--- src/design/fsync_pkg.sv ---
// package: register map, field positions, reset values and types of the frame sync pulse block
package fsync_pkg;

  // =====================================================================
  // register offsets (byte addresses of the 16-bit register space)
  localparam logic [15:0] IO_DIR_ADDR     = 16'h3005;
  localparam logic [15:0] IO_VALUE_ADDR   = 16'h3009;
  localparam logic [15:0] IO_SRC_ADDR     = 16'h3027;
  localparam logic [15:0] PULSE_CTRL_ADDR = 16'h4310;
  localparam logic [15:0] LENGTH_HI_ADDR  = 16'h4311;
  localparam logic [15:0] LENGTH_LO_ADDR  = 16'h4312;
  localparam logic [15:0] BLANK_STAT_ADDR = 16'h4313;
  localparam logic [15:0] LAG_HI_ADDR     = 16'h4314;
  localparam logic [15:0] LAG_MID_ADDR    = 16'h4315;
  localparam logic [15:0] LAG_LO_ADDR     = 16'h4316;

  // =====================================================================
  // field positions
  localparam int PIN_BIT        = 1;
  localparam int MODE_LSB       = 0;
  localparam int STBY_DRIVE_BIT = 2;
  localparam int SHORT_BLANK_BIT = 7;

  // =====================================================================
  // reset values and blanking threshold
  localparam logic [1:0]  MODE_RST   = 2'h1;
  localparam logic [15:0] LENGTH_RST = 16'h0001;
  localparam logic [23:0] LAG_RST    = 24'h000000;
  localparam logic [3:0]  MIN_DUMMY_LINES = 4'h4;

  typedef enum logic [1:0] {
    MODE_OFF = 2'b00,
    MODE_SOF = 2'b01,
    MODE_EOF = 2'b10,
    MODE_LONG = 2'b11
  } mode_t;

  typedef struct packed {
    mode_t       mode;
    logic        stby_drive;
    logic        dir_out;
    logic        src_sw;
    logic        sw_level;
    logic [15:0] length;
    logic [23:0] lag;
  } cfg_t;

endpackage

--- src/design/frame_sync_pulse_generator.sv ---
// frame sync pulse generator with its configuration registers and shared pin control
// Behaviour
// RULE1: pulse is produced on the shared pin only while serial output mode is active.
// RULE2: rising edge is delayed by the 24-bit lag register in every mode.
// RULE3: in modes 1 and 2 the pulse length comes from the 16-bit length register.
// RULE4: one count of lag or length equals one system clock cycle.
// RULE5: mode 1 triggers the pulse on the start-of-frame event.
// RULE6: mode 2 triggers the pulse on the end-of-frame event.
// RULE7: mode 3 builds the pulse from end-of-frame and start-of-frame together.
// RULE8: mode 3 is long; length counts from start-of-frame to the falling edge.
// RULE9: shared pin is either sync input or pulse output, never both.
// RULE10: pin floats in shutdown, after release and in standby unless configured.
// RULE11: shutdown input held low keeps the block in reset.
// RULE12: frames need at least four dummy lines; short blanking is flagged.
// RULE13: direction register bit 1 picks input (0) or output (1).
// RULE14: source register bit 1 picks pulse path (0) or software level (1).
// RULE15: value register bit 1 is the level driven when software source chosen.
// RULE16: lag counts from the trigger; zero lag rises on the next clock.
module frame_sync_pulse_generator (
  input  wire logic        CLK_I,
  input  wire logic        RST_I,
  input  wire logic        HW_POWERDOWN_N_I,
  input  wire logic        MIPI_MODE_I,
  input  wire logic        STANDBY_I,
  input  wire logic        SOF_I,
  input  wire logic        EOF_I,
  input  wire logic        LINE_END_I,
  input  wire logic [15:0] REG_ADDR_I,
  input  wire logic [7:0]  REG_WDATA_I,
  input  wire logic        REG_WE_I,
  input  wire logic        REG_RE_I,
  output logic [7:0]       REG_RDATA_O,
  input  wire logic        FRAME_SYNC_IN_I,
  output logic             FRAME_SYNC_O,
  output logic             VSYNC_O,
  output logic             VSYNC_OE_N_O
);

  // =====================================================================
  // state encoding and reset
  typedef enum logic [1:0] {
    ST_IDLE = 2'b00,
    ST_LAG  = 2'b01,
    ST_HIGH = 2'b10,
    ST_WAIT = 2'b11
  } state_t;

  logic rst;
  // shutdown low acts like the async reset: registers return to defaults
  assign rst = RST_I | ~HW_POWERDOWN_N_I; // RULE11

  // =====================================================================
  // registers
  fsync_pkg::cfg_t cfg_q;
  logic            short_blank_q;
  logic [3:0]      blank_lines_q;
  logic            in_blank_q;
  logic            blank_rd;
  logic            short_set;

  assign blank_rd = REG_RE_I & (REG_ADDR_I == fsync_pkg::BLANK_STAT_ADDR);

  always_ff @(posedge CLK_I or posedge rst)
  begin
    if (rst)
    begin
      cfg_q.mode       <= fsync_pkg::mode_t'(fsync_pkg::MODE_RST);
      cfg_q.stby_drive <= 1'b0;
      cfg_q.dir_out    <= 1'b0; // RULE10
      cfg_q.src_sw     <= 1'b0;
      cfg_q.sw_level   <= 1'b0;
      cfg_q.length     <= fsync_pkg::LENGTH_RST;
      cfg_q.lag        <= fsync_pkg::LAG_RST;
    end
    else if (REG_WE_I)
    begin
      if (REG_ADDR_I == fsync_pkg::IO_DIR_ADDR)
        cfg_q.dir_out <= REG_WDATA_I[fsync_pkg::PIN_BIT]; // RULE13
      else if (REG_ADDR_I == fsync_pkg::IO_SRC_ADDR)
        cfg_q.src_sw <= REG_WDATA_I[fsync_pkg::PIN_BIT]; // RULE14
      else if (REG_ADDR_I == fsync_pkg::IO_VALUE_ADDR)
        cfg_q.sw_level <= REG_WDATA_I[fsync_pkg::PIN_BIT]; // RULE15
      else if (REG_ADDR_I == fsync_pkg::PULSE_CTRL_ADDR)
      begin
        cfg_q.mode       <= fsync_pkg::mode_t'(REG_WDATA_I[fsync_pkg::MODE_LSB +: 2]);
        cfg_q.stby_drive <= REG_WDATA_I[fsync_pkg::STBY_DRIVE_BIT];
      end
      else if (REG_ADDR_I == fsync_pkg::LENGTH_HI_ADDR)
        cfg_q.length[15:8] <= REG_WDATA_I; // RULE3
      else if (REG_ADDR_I == fsync_pkg::LENGTH_LO_ADDR)
        cfg_q.length[7:0] <= REG_WDATA_I;
      else if (REG_ADDR_I == fsync_pkg::LAG_HI_ADDR)
        cfg_q.lag[23:16] <= REG_WDATA_I; // RULE2
      else if (REG_ADDR_I == fsync_pkg::LAG_MID_ADDR)
        cfg_q.lag[15:8] <= REG_WDATA_I;
      else if (REG_ADDR_I == fsync_pkg::LAG_LO_ADDR)
        cfg_q.lag[7:0] <= REG_WDATA_I;
    end
  end

  // =====================================================================
  // read port; unmapped addresses read zero
  logic [7:0] rd_mux;

  assign rd_mux =
    (REG_ADDR_I == fsync_pkg::IO_DIR_ADDR)     ? {6'h00, cfg_q.dir_out, 1'b0} :
    (REG_ADDR_I == fsync_pkg::IO_SRC_ADDR)     ? {6'h00, cfg_q.src_sw, 1'b0} :
    (REG_ADDR_I == fsync_pkg::IO_VALUE_ADDR)   ? {6'h00, cfg_q.sw_level, 1'b0} :
    (REG_ADDR_I == fsync_pkg::PULSE_CTRL_ADDR) ? {5'h00, cfg_q.stby_drive, cfg_q.mode} :
    (REG_ADDR_I == fsync_pkg::LENGTH_HI_ADDR)  ? cfg_q.length[15:8] :
    (REG_ADDR_I == fsync_pkg::LENGTH_LO_ADDR)  ? cfg_q.length[7:0] :
    (REG_ADDR_I == fsync_pkg::BLANK_STAT_ADDR) ? {short_blank_q, 3'h0, blank_lines_q} :
    (REG_ADDR_I == fsync_pkg::LAG_HI_ADDR)     ? cfg_q.lag[23:16] :
    (REG_ADDR_I == fsync_pkg::LAG_MID_ADDR)    ? cfg_q.lag[15:8] :
    (REG_ADDR_I == fsync_pkg::LAG_LO_ADDR)     ? cfg_q.lag[7:0] : 8'h00;

  always_ff @(posedge CLK_I or posedge rst)
  begin
    if (rst)
      REG_RDATA_O <= 8'h00;
    else if (REG_RE_I)
      REG_RDATA_O <= rd_mux;
  end

  // =====================================================================
  // blanking check: lines between end and start of frame
  // a frame start seen too soon sets the flag; a set beats the read-clear
  assign short_set = SOF_I & in_blank_q & (blank_lines_q < fsync_pkg::MIN_DUMMY_LINES); // RULE12

  always_ff @(posedge CLK_I or posedge rst)
  begin
    if (rst)
    begin
      in_blank_q    <= 1'b0;
      blank_lines_q <= 4'h0;
      short_blank_q <= 1'b0;
    end
    else
    begin
      if (EOF_I)
      begin
        in_blank_q    <= 1'b1;
        blank_lines_q <= 4'h0;
      end
      else if (SOF_I)
        in_blank_q <= 1'b0;
      else if (in_blank_q & LINE_END_I & (blank_lines_q != 4'hf))
        blank_lines_q <= blank_lines_q + 4'h1;
      short_blank_q <= short_set | (short_blank_q & ~blank_rd);
    end
  end

  // =====================================================================
  // pulse sequencer
  state_t      state_q;
  state_t      state_d;
  logic        vsync_q;
  logic        vsync_d;
  logic        trig;
  logic        long_mode;
  logic        cnt_load;
  logic [23:0] cnt_value;
  logic        cnt_last;
  logic [23:0] length_ext;
  logic        lag_zero;

  assign long_mode  = (cfg_q.mode == fsync_pkg::MODE_LONG);
  assign trig       = MIPI_MODE_I & // RULE1
                      (((cfg_q.mode == fsync_pkg::MODE_SOF) & SOF_I) | // RULE5
                       ((cfg_q.mode == fsync_pkg::MODE_EOF) & EOF_I) | // RULE6
                       (long_mode & EOF_I)); // RULE7
  assign lag_zero   = (cfg_q.lag == 24'h000000);
  assign length_ext = {8'h00, cfg_q.length};

  // one counter serves lag and length; a zero length still gives a one-cycle pulse
  always_comb
  begin
    state_d   = state_q;
    vsync_d   = vsync_q;
    cnt_load  = 1'b0;
    cnt_value = length_ext;
    case (state_q)
      ST_IDLE:
        if (trig)
        begin
          cnt_load = 1'b1;
          if (lag_zero)
          begin
            vsync_d = 1'b1; // RULE16
            state_d = long_mode ? ST_WAIT : ST_HIGH;
          end
          else
          begin
            cnt_value = cfg_q.lag; // RULE2
            state_d   = ST_LAG;
          end
        end
      ST_LAG:
        if (cnt_last) // RULE4
        begin
          vsync_d  = 1'b1;
          cnt_load = 1'b1;
          state_d  = long_mode ? ST_WAIT : ST_HIGH;
        end
      ST_WAIT:
        if (SOF_I)
        begin
          cnt_load = 1'b1; // RULE8
          state_d  = ST_HIGH;
        end
      ST_HIGH:
        if (cnt_last) // RULE3
        begin
          vsync_d = 1'b0;
          state_d = ST_IDLE;
        end
      default:
        state_d = ST_IDLE;
    endcase
    if (!MIPI_MODE_I)
    begin
      vsync_d = 1'b0; // RULE1
      state_d = ST_IDLE;
    end
  end

  step_counter #(
    .W (24)
  ) u_step_counter (
    .clk_i   (CLK_I),
    .rst_i   (rst),
    .load_i  (cnt_load),
    .value_i (cnt_value),
    .last_o  (cnt_last)
  );

  // =====================================================================
  // shared pin
  logic drive_en;
  logic pin_level;

  // standby floats the pin unless software asked to keep driving it
  assign drive_en  = cfg_q.dir_out & ~(STANDBY_I & ~cfg_q.stby_drive); // RULE9 RULE10
  assign pin_level = cfg_q.src_sw ? cfg_q.sw_level : vsync_q; // RULE14 RULE15

  always_ff @(posedge CLK_I or posedge rst)
  begin
    if (rst)
    begin
      state_q      <= ST_IDLE;
      vsync_q      <= 1'b0;
      VSYNC_O      <= 1'b0;
      VSYNC_OE_N_O <= 1'b1; // RULE10
      FRAME_SYNC_O <= 1'b0;
    end
    else
    begin
      state_q      <= state_d;
      vsync_q      <= vsync_d;
      VSYNC_O      <= pin_level;
      VSYNC_OE_N_O <= ~drive_en;
      FRAME_SYNC_O <= FRAME_SYNC_IN_I & ~cfg_q.dir_out; // RULE9
    end
  end

endmodule // frame_sync_pulse_generator

--- src/design/step_counter.sv ---
// loadable down counter that times the lag and length of the pulse in clock cycles
module step_counter #(
  parameter int W = 24
) (
  input  wire logic         clk_i,
  input  wire logic         rst_i,
  input  wire logic         load_i,
  input  wire logic [W-1:0] value_i,
  output logic              last_o
);

  logic [W-1:0] cnt_q;
  logic [W-1:0] cnt_d;

  // one step per system clock
  assign cnt_d  = load_i ? value_i : ((cnt_q != '0) ? cnt_q - 1'b1 : cnt_q);
  assign last_o = (cnt_q <= {{(W-1){1'b0}}, 1'b1});

  always_ff @(posedge clk_i or posedge rst_i)
  begin
    if (rst_i)
      cnt_q <= '0;
    else
      cnt_q <= cnt_d;
  end

endmodule // step_counter

--- config.mk ---
export PLATFORM = sky130hd
export DESIGN_NAME = frame_sync_pulse_generator
export DESIGN_NICKNAME = d
export VERILOG_FILES = /design/src/design/fsync_pkg.sv /design/src/design/frame_sync_pulse_generator.sv /design/src/design/step_counter.sv
export SDC_FILE = /design/constraint.sdc
export NUM_CORES = 1
export LEC_CHECK = 0
export BUFFER_PORTS_ARGS = -buffer_cell sky130_fd_sc_hd__buf_4
export CORE_AREA = 2 2 158 129
export DETAILED_ROUTE_END_ITERATION = 8
export DIE_AREA = 0 0 160 131
export SLEW_MARGIN = 15
export SYNTH_ARGS = -nofsm -noshare
export SYNTH_HDL_FRONTEND = slang
export SYNTH_HIERARCHICAL = 1
export SYNTH_SLANG_ARGS = --single-unit
--- constraint.sdc ---
create_clock -name CLK_I -period 6.3 [get_ports CLK_I]
set_clock_uncertainty 0.1 [all_clocks]
set_input_delay 1.26 -clock CLK_I [delete_from_list [all_inputs] [get_ports CLK_I]]
set_output_delay 1.26 -clock CLK_I [all_outputs]
set_load 0.005 [all_outputs]
==> flow_metrics.py <==
metrics = {
    "outcome": {
        "status": "finished clean",
    },
    "sta": {
        "fin_hold_ws_ps": 389,
        "slew_headroom_pct": 32.8,
        "worstMarginPinSlew_ps": 1010,
        "finalSetupTns_ps": 0,
        "final.min_clock_period_ps": 3670,
        "final-setup-viol-count": 0,
        "hold_viol_final": 0,
        "period_share_pct": 58.2,
        "slew_violations": 0,
        "rsz0062_at_grt": "false",
        "fmax_mhz": 273,
        "setup_ws_ps": 2630,
    },
    "synthesis": {
        "ys.flop_type": "dfrtp_1",
        "syn_nets": 559,
        "synth-xor-area-share_pct": 0.818,
        "synth_compound_area_share_pct": 16.0,
        "synth-async-reset-ratio_pct": 100,
        "netlist_instances": 520,
        "ys_ff_latch": 90,
        "synthMuxAreaShare_pct": 15.8,
        "syn_area_mm2": 0.00535,
        "yosys.area_share.adder_pct": 0.935,
        "synth_top_family_by_area": "simple AND/OR/NAND/NOR gates",
        "avgSynthCellArea_um2": 10.3,
        "yosys.cell_types.count": 79,
        "synth_edf_count": 0,
        "ys_warn_count": 6,
        "yosysSeqAreaShare_pct": 42.1,
        "synth-simple-area-share_pct": 20.5,
    },
    "cts": {
        "cts_tree": "yes",
        "h-tree-depth": 3,
        "numCtsBuffers": 9,
        "post_cts_buffers": 0,
        "cts_resized": 0,
        "cts_hold_buffers": 0,
        "cts_buffer_depth": 2,
        "clk_latency_ps": 350,
        "cts_root_buf": "clkbuf_16",
        "numClockSinks": 90,
        "clk_pin_slew_ps": 70,
    },
    "die": {
        "dieArea_mm2": 0.0210,
        "die_h_um": 131,
        "die_w_um": 160,
        "initial_core_util_pct": 27.5,
        "core_area_mm2": 0.0195,
        "rows": 46,
        "pin_count": 46,
    },
    "power": {
        "ir_drop_mv": 0.146,
        "seq_power_share_pct": 49.6,
        "internal-power_mw": 0.932,
        "total_power_mw": 1.31,
        "cellLeakagePower_nw": 2.69,
        "power_switching_mw": 0.373,
        "p_sw_share_pct": 28.6,
        "combinationalPowerShare_pct": 9.6,
        "p_per_area_mw_per_mm2": 209,
        "clkPwrFrac_pct": 40.8,
    },
    "worst_setup_path": {
        "setup.worst_path.class": "flip-flop to flip-flop",
        "path_delay_family": "simple AND/OR/NAND/NOR gates",
        "crit_fanout": 32,
        "cpMaxStageDelayCell": "nor4_1",
        "worstPathArrival_ps": 3810,
        "endpoint_kind": "flip-flop",
        "required_ps": 6440,
        "r2r-start": "u_step_counter/cnt_q[12]",
        "crit_cells": 10,
        "critPathBufInv": 2,
        "critical_path.startpoint_type": "flip-flop",
        "crit_path_cell_trace": "nor4_1 -> nand4_1 -> nor2_1 -> mux2_2 -> nand2_1 -> o31ai_4 -> buf_4 -> inv_1 -> and4_1 -> a2111oi_2",
        "crit_start": "u_step_counter/cnt_q[12]",
        "ff2ff_path_depth": 10,
        "slowest_delay_ps": 540,
    },
    "detailed_routing": {
        "routedWlPerCell_um": 17.9,
        "ant_nets": 0,
        "viasPerCell": 5.29,
        "wirelength_um": 14700,
        "vias": 4361,
        "drc": 0,
        "drtIter0Drc": 360,
        "drtPass1Iterations": 5,
    },
    "finish": {
        "fin_nets": 594,
        "layout_commonest_cell": "dfrtp_1",
        "final_cell_count_no_fill": 824,
        "syn2layout_area_growth_pct": 16.4,
        "num_antenna_cells": 0,
        "utilization_pct": 32.0,
        "final_cell_mix": "dfrtp_1 (87), mux2_2 (64), buf_4 (50)",
        "drive_gt1_share_pct": 28.9,
        "fin_area_mm2": 0.00623,
    },
    "global_route": {
        "grt_max_degree": 44,
        "globalRoute.totalOverflow": 0,
        "grt_pass1_wl_um": 23900,
        "antenna_found_initial": 0,
        "grt.total_usage_pct": 14.5,
        "grt_pass1_vias": 4287,
    },
    "placement": {
        "dp_hpwl_um": 10800,
        "port_buffers": 45,
        "dp_slack_ps": 2700,
        "globalplace.congestion": 0.834,
        "place_inst": 808,
        "place_area_mm2": 0.00594,
    },
    "min_path": {
        "hold_depth": 1,
        "min_path_type": "flip-flop to flip-flop",
        "worstHoldStart": "in_blank_q",
    },
    "flow_run": {
        "drv_cap": 0,
    },
}
[worst paths after layout]
| path | end | slack (ps) |
|---|---|---|
| worst min register to register | in_blank_q | 390 |
| max in group asynchronous | u_step_counter/cnt_q[0] | 3670 |
| min in group asynchronous | cfg_q[12] | 990 |
| worst min-delay path | in_blank_q | 390 |
| worst max register to register | u_step_counter/cnt_q[21] | 2630 |
| worst max-delay path | u_step_counter/cnt_q[21] | 2630 |
[flip-flops by register name, summed over array words and instances, names as in the netlist]
| register | flops |
|---|---|
| FRAME_SYNC_O | 1 |
| REG_RDATA_O | 8 |
| VSYNC_O | 1 |
| VSYNC_OE_N_O | 1 |
| blank_lines_q | 4 |
| cfg_q | 46 |
| in_blank_q | 1 |
| short_blank_q | 1 |
| state_q | 2 |
| u_step_counter/cnt_q | 24 |
| vsync_q | 1 |
[final cells by class]
class	count	area [µm²]
well taps	264	330
clock buffers	9	225
fillers	2059	13200
clock inverters	7	67.6
inverters	18	67.6
multi-input cells	386	2910
repair buffers	50	375
flip-flops and latches	90	2260
[synth_stat cells, types with 9 or more instances]
cell type,instances,share of area [%]
a21oi_1,14,1.3
a22oi_1,9,1.3
a2bb2oi_1,10,1.6
and2_1,12,1.4
clkbuf_1,14,0.98
dfrtp_1,87,41
inv_1,17,1.2
mux2_2,64,13
mux2i_1,10,1.9
nand2_1,38,2.7
nand4_1,12,1.4
nor2_1,29,2.0
nor3_1,15,1.4
nor4_1,16,1.9
o21ai_0,29,2.7
[cells by family after synthesis]
group                      after synthesis
buffers and inverters                   44
and+or+nand+nor                        181
adders and majority gates                4
DFF                                     90
AOI/OAI and AO/OA                      121
muxes                                   75
xor gates and xnor gates                 5
[power groups by stage]
stage	clock, mW	sequential [mW]	combinational [mW]
2_1_floorplan	0	0.633	0.103
3_3_place_gp	0	0.657	0.124
3_5_place_dp	0	0.657	0.125
4_1_cts	0.546	0.646	0.125
5_1_grt	0.570	0.652	0.140
6_report	0.533	0.648	0.125
[per-layer routing]
| layer | global-route usage (%) | wire, µm | vias up |
|---|---|---|---|
| met5 | 0 | 0 | - |
| met4 | 3.39 | 184 | 0 |
| met3 | 3.50 | 865 | 13 |
| met2 | 21.5 | 6180 | 124 |
| met1 | 21.4 | 7510 | 2174 |
| li1 | - | - | 2050 |
Power figures use the tool's default switching activity.
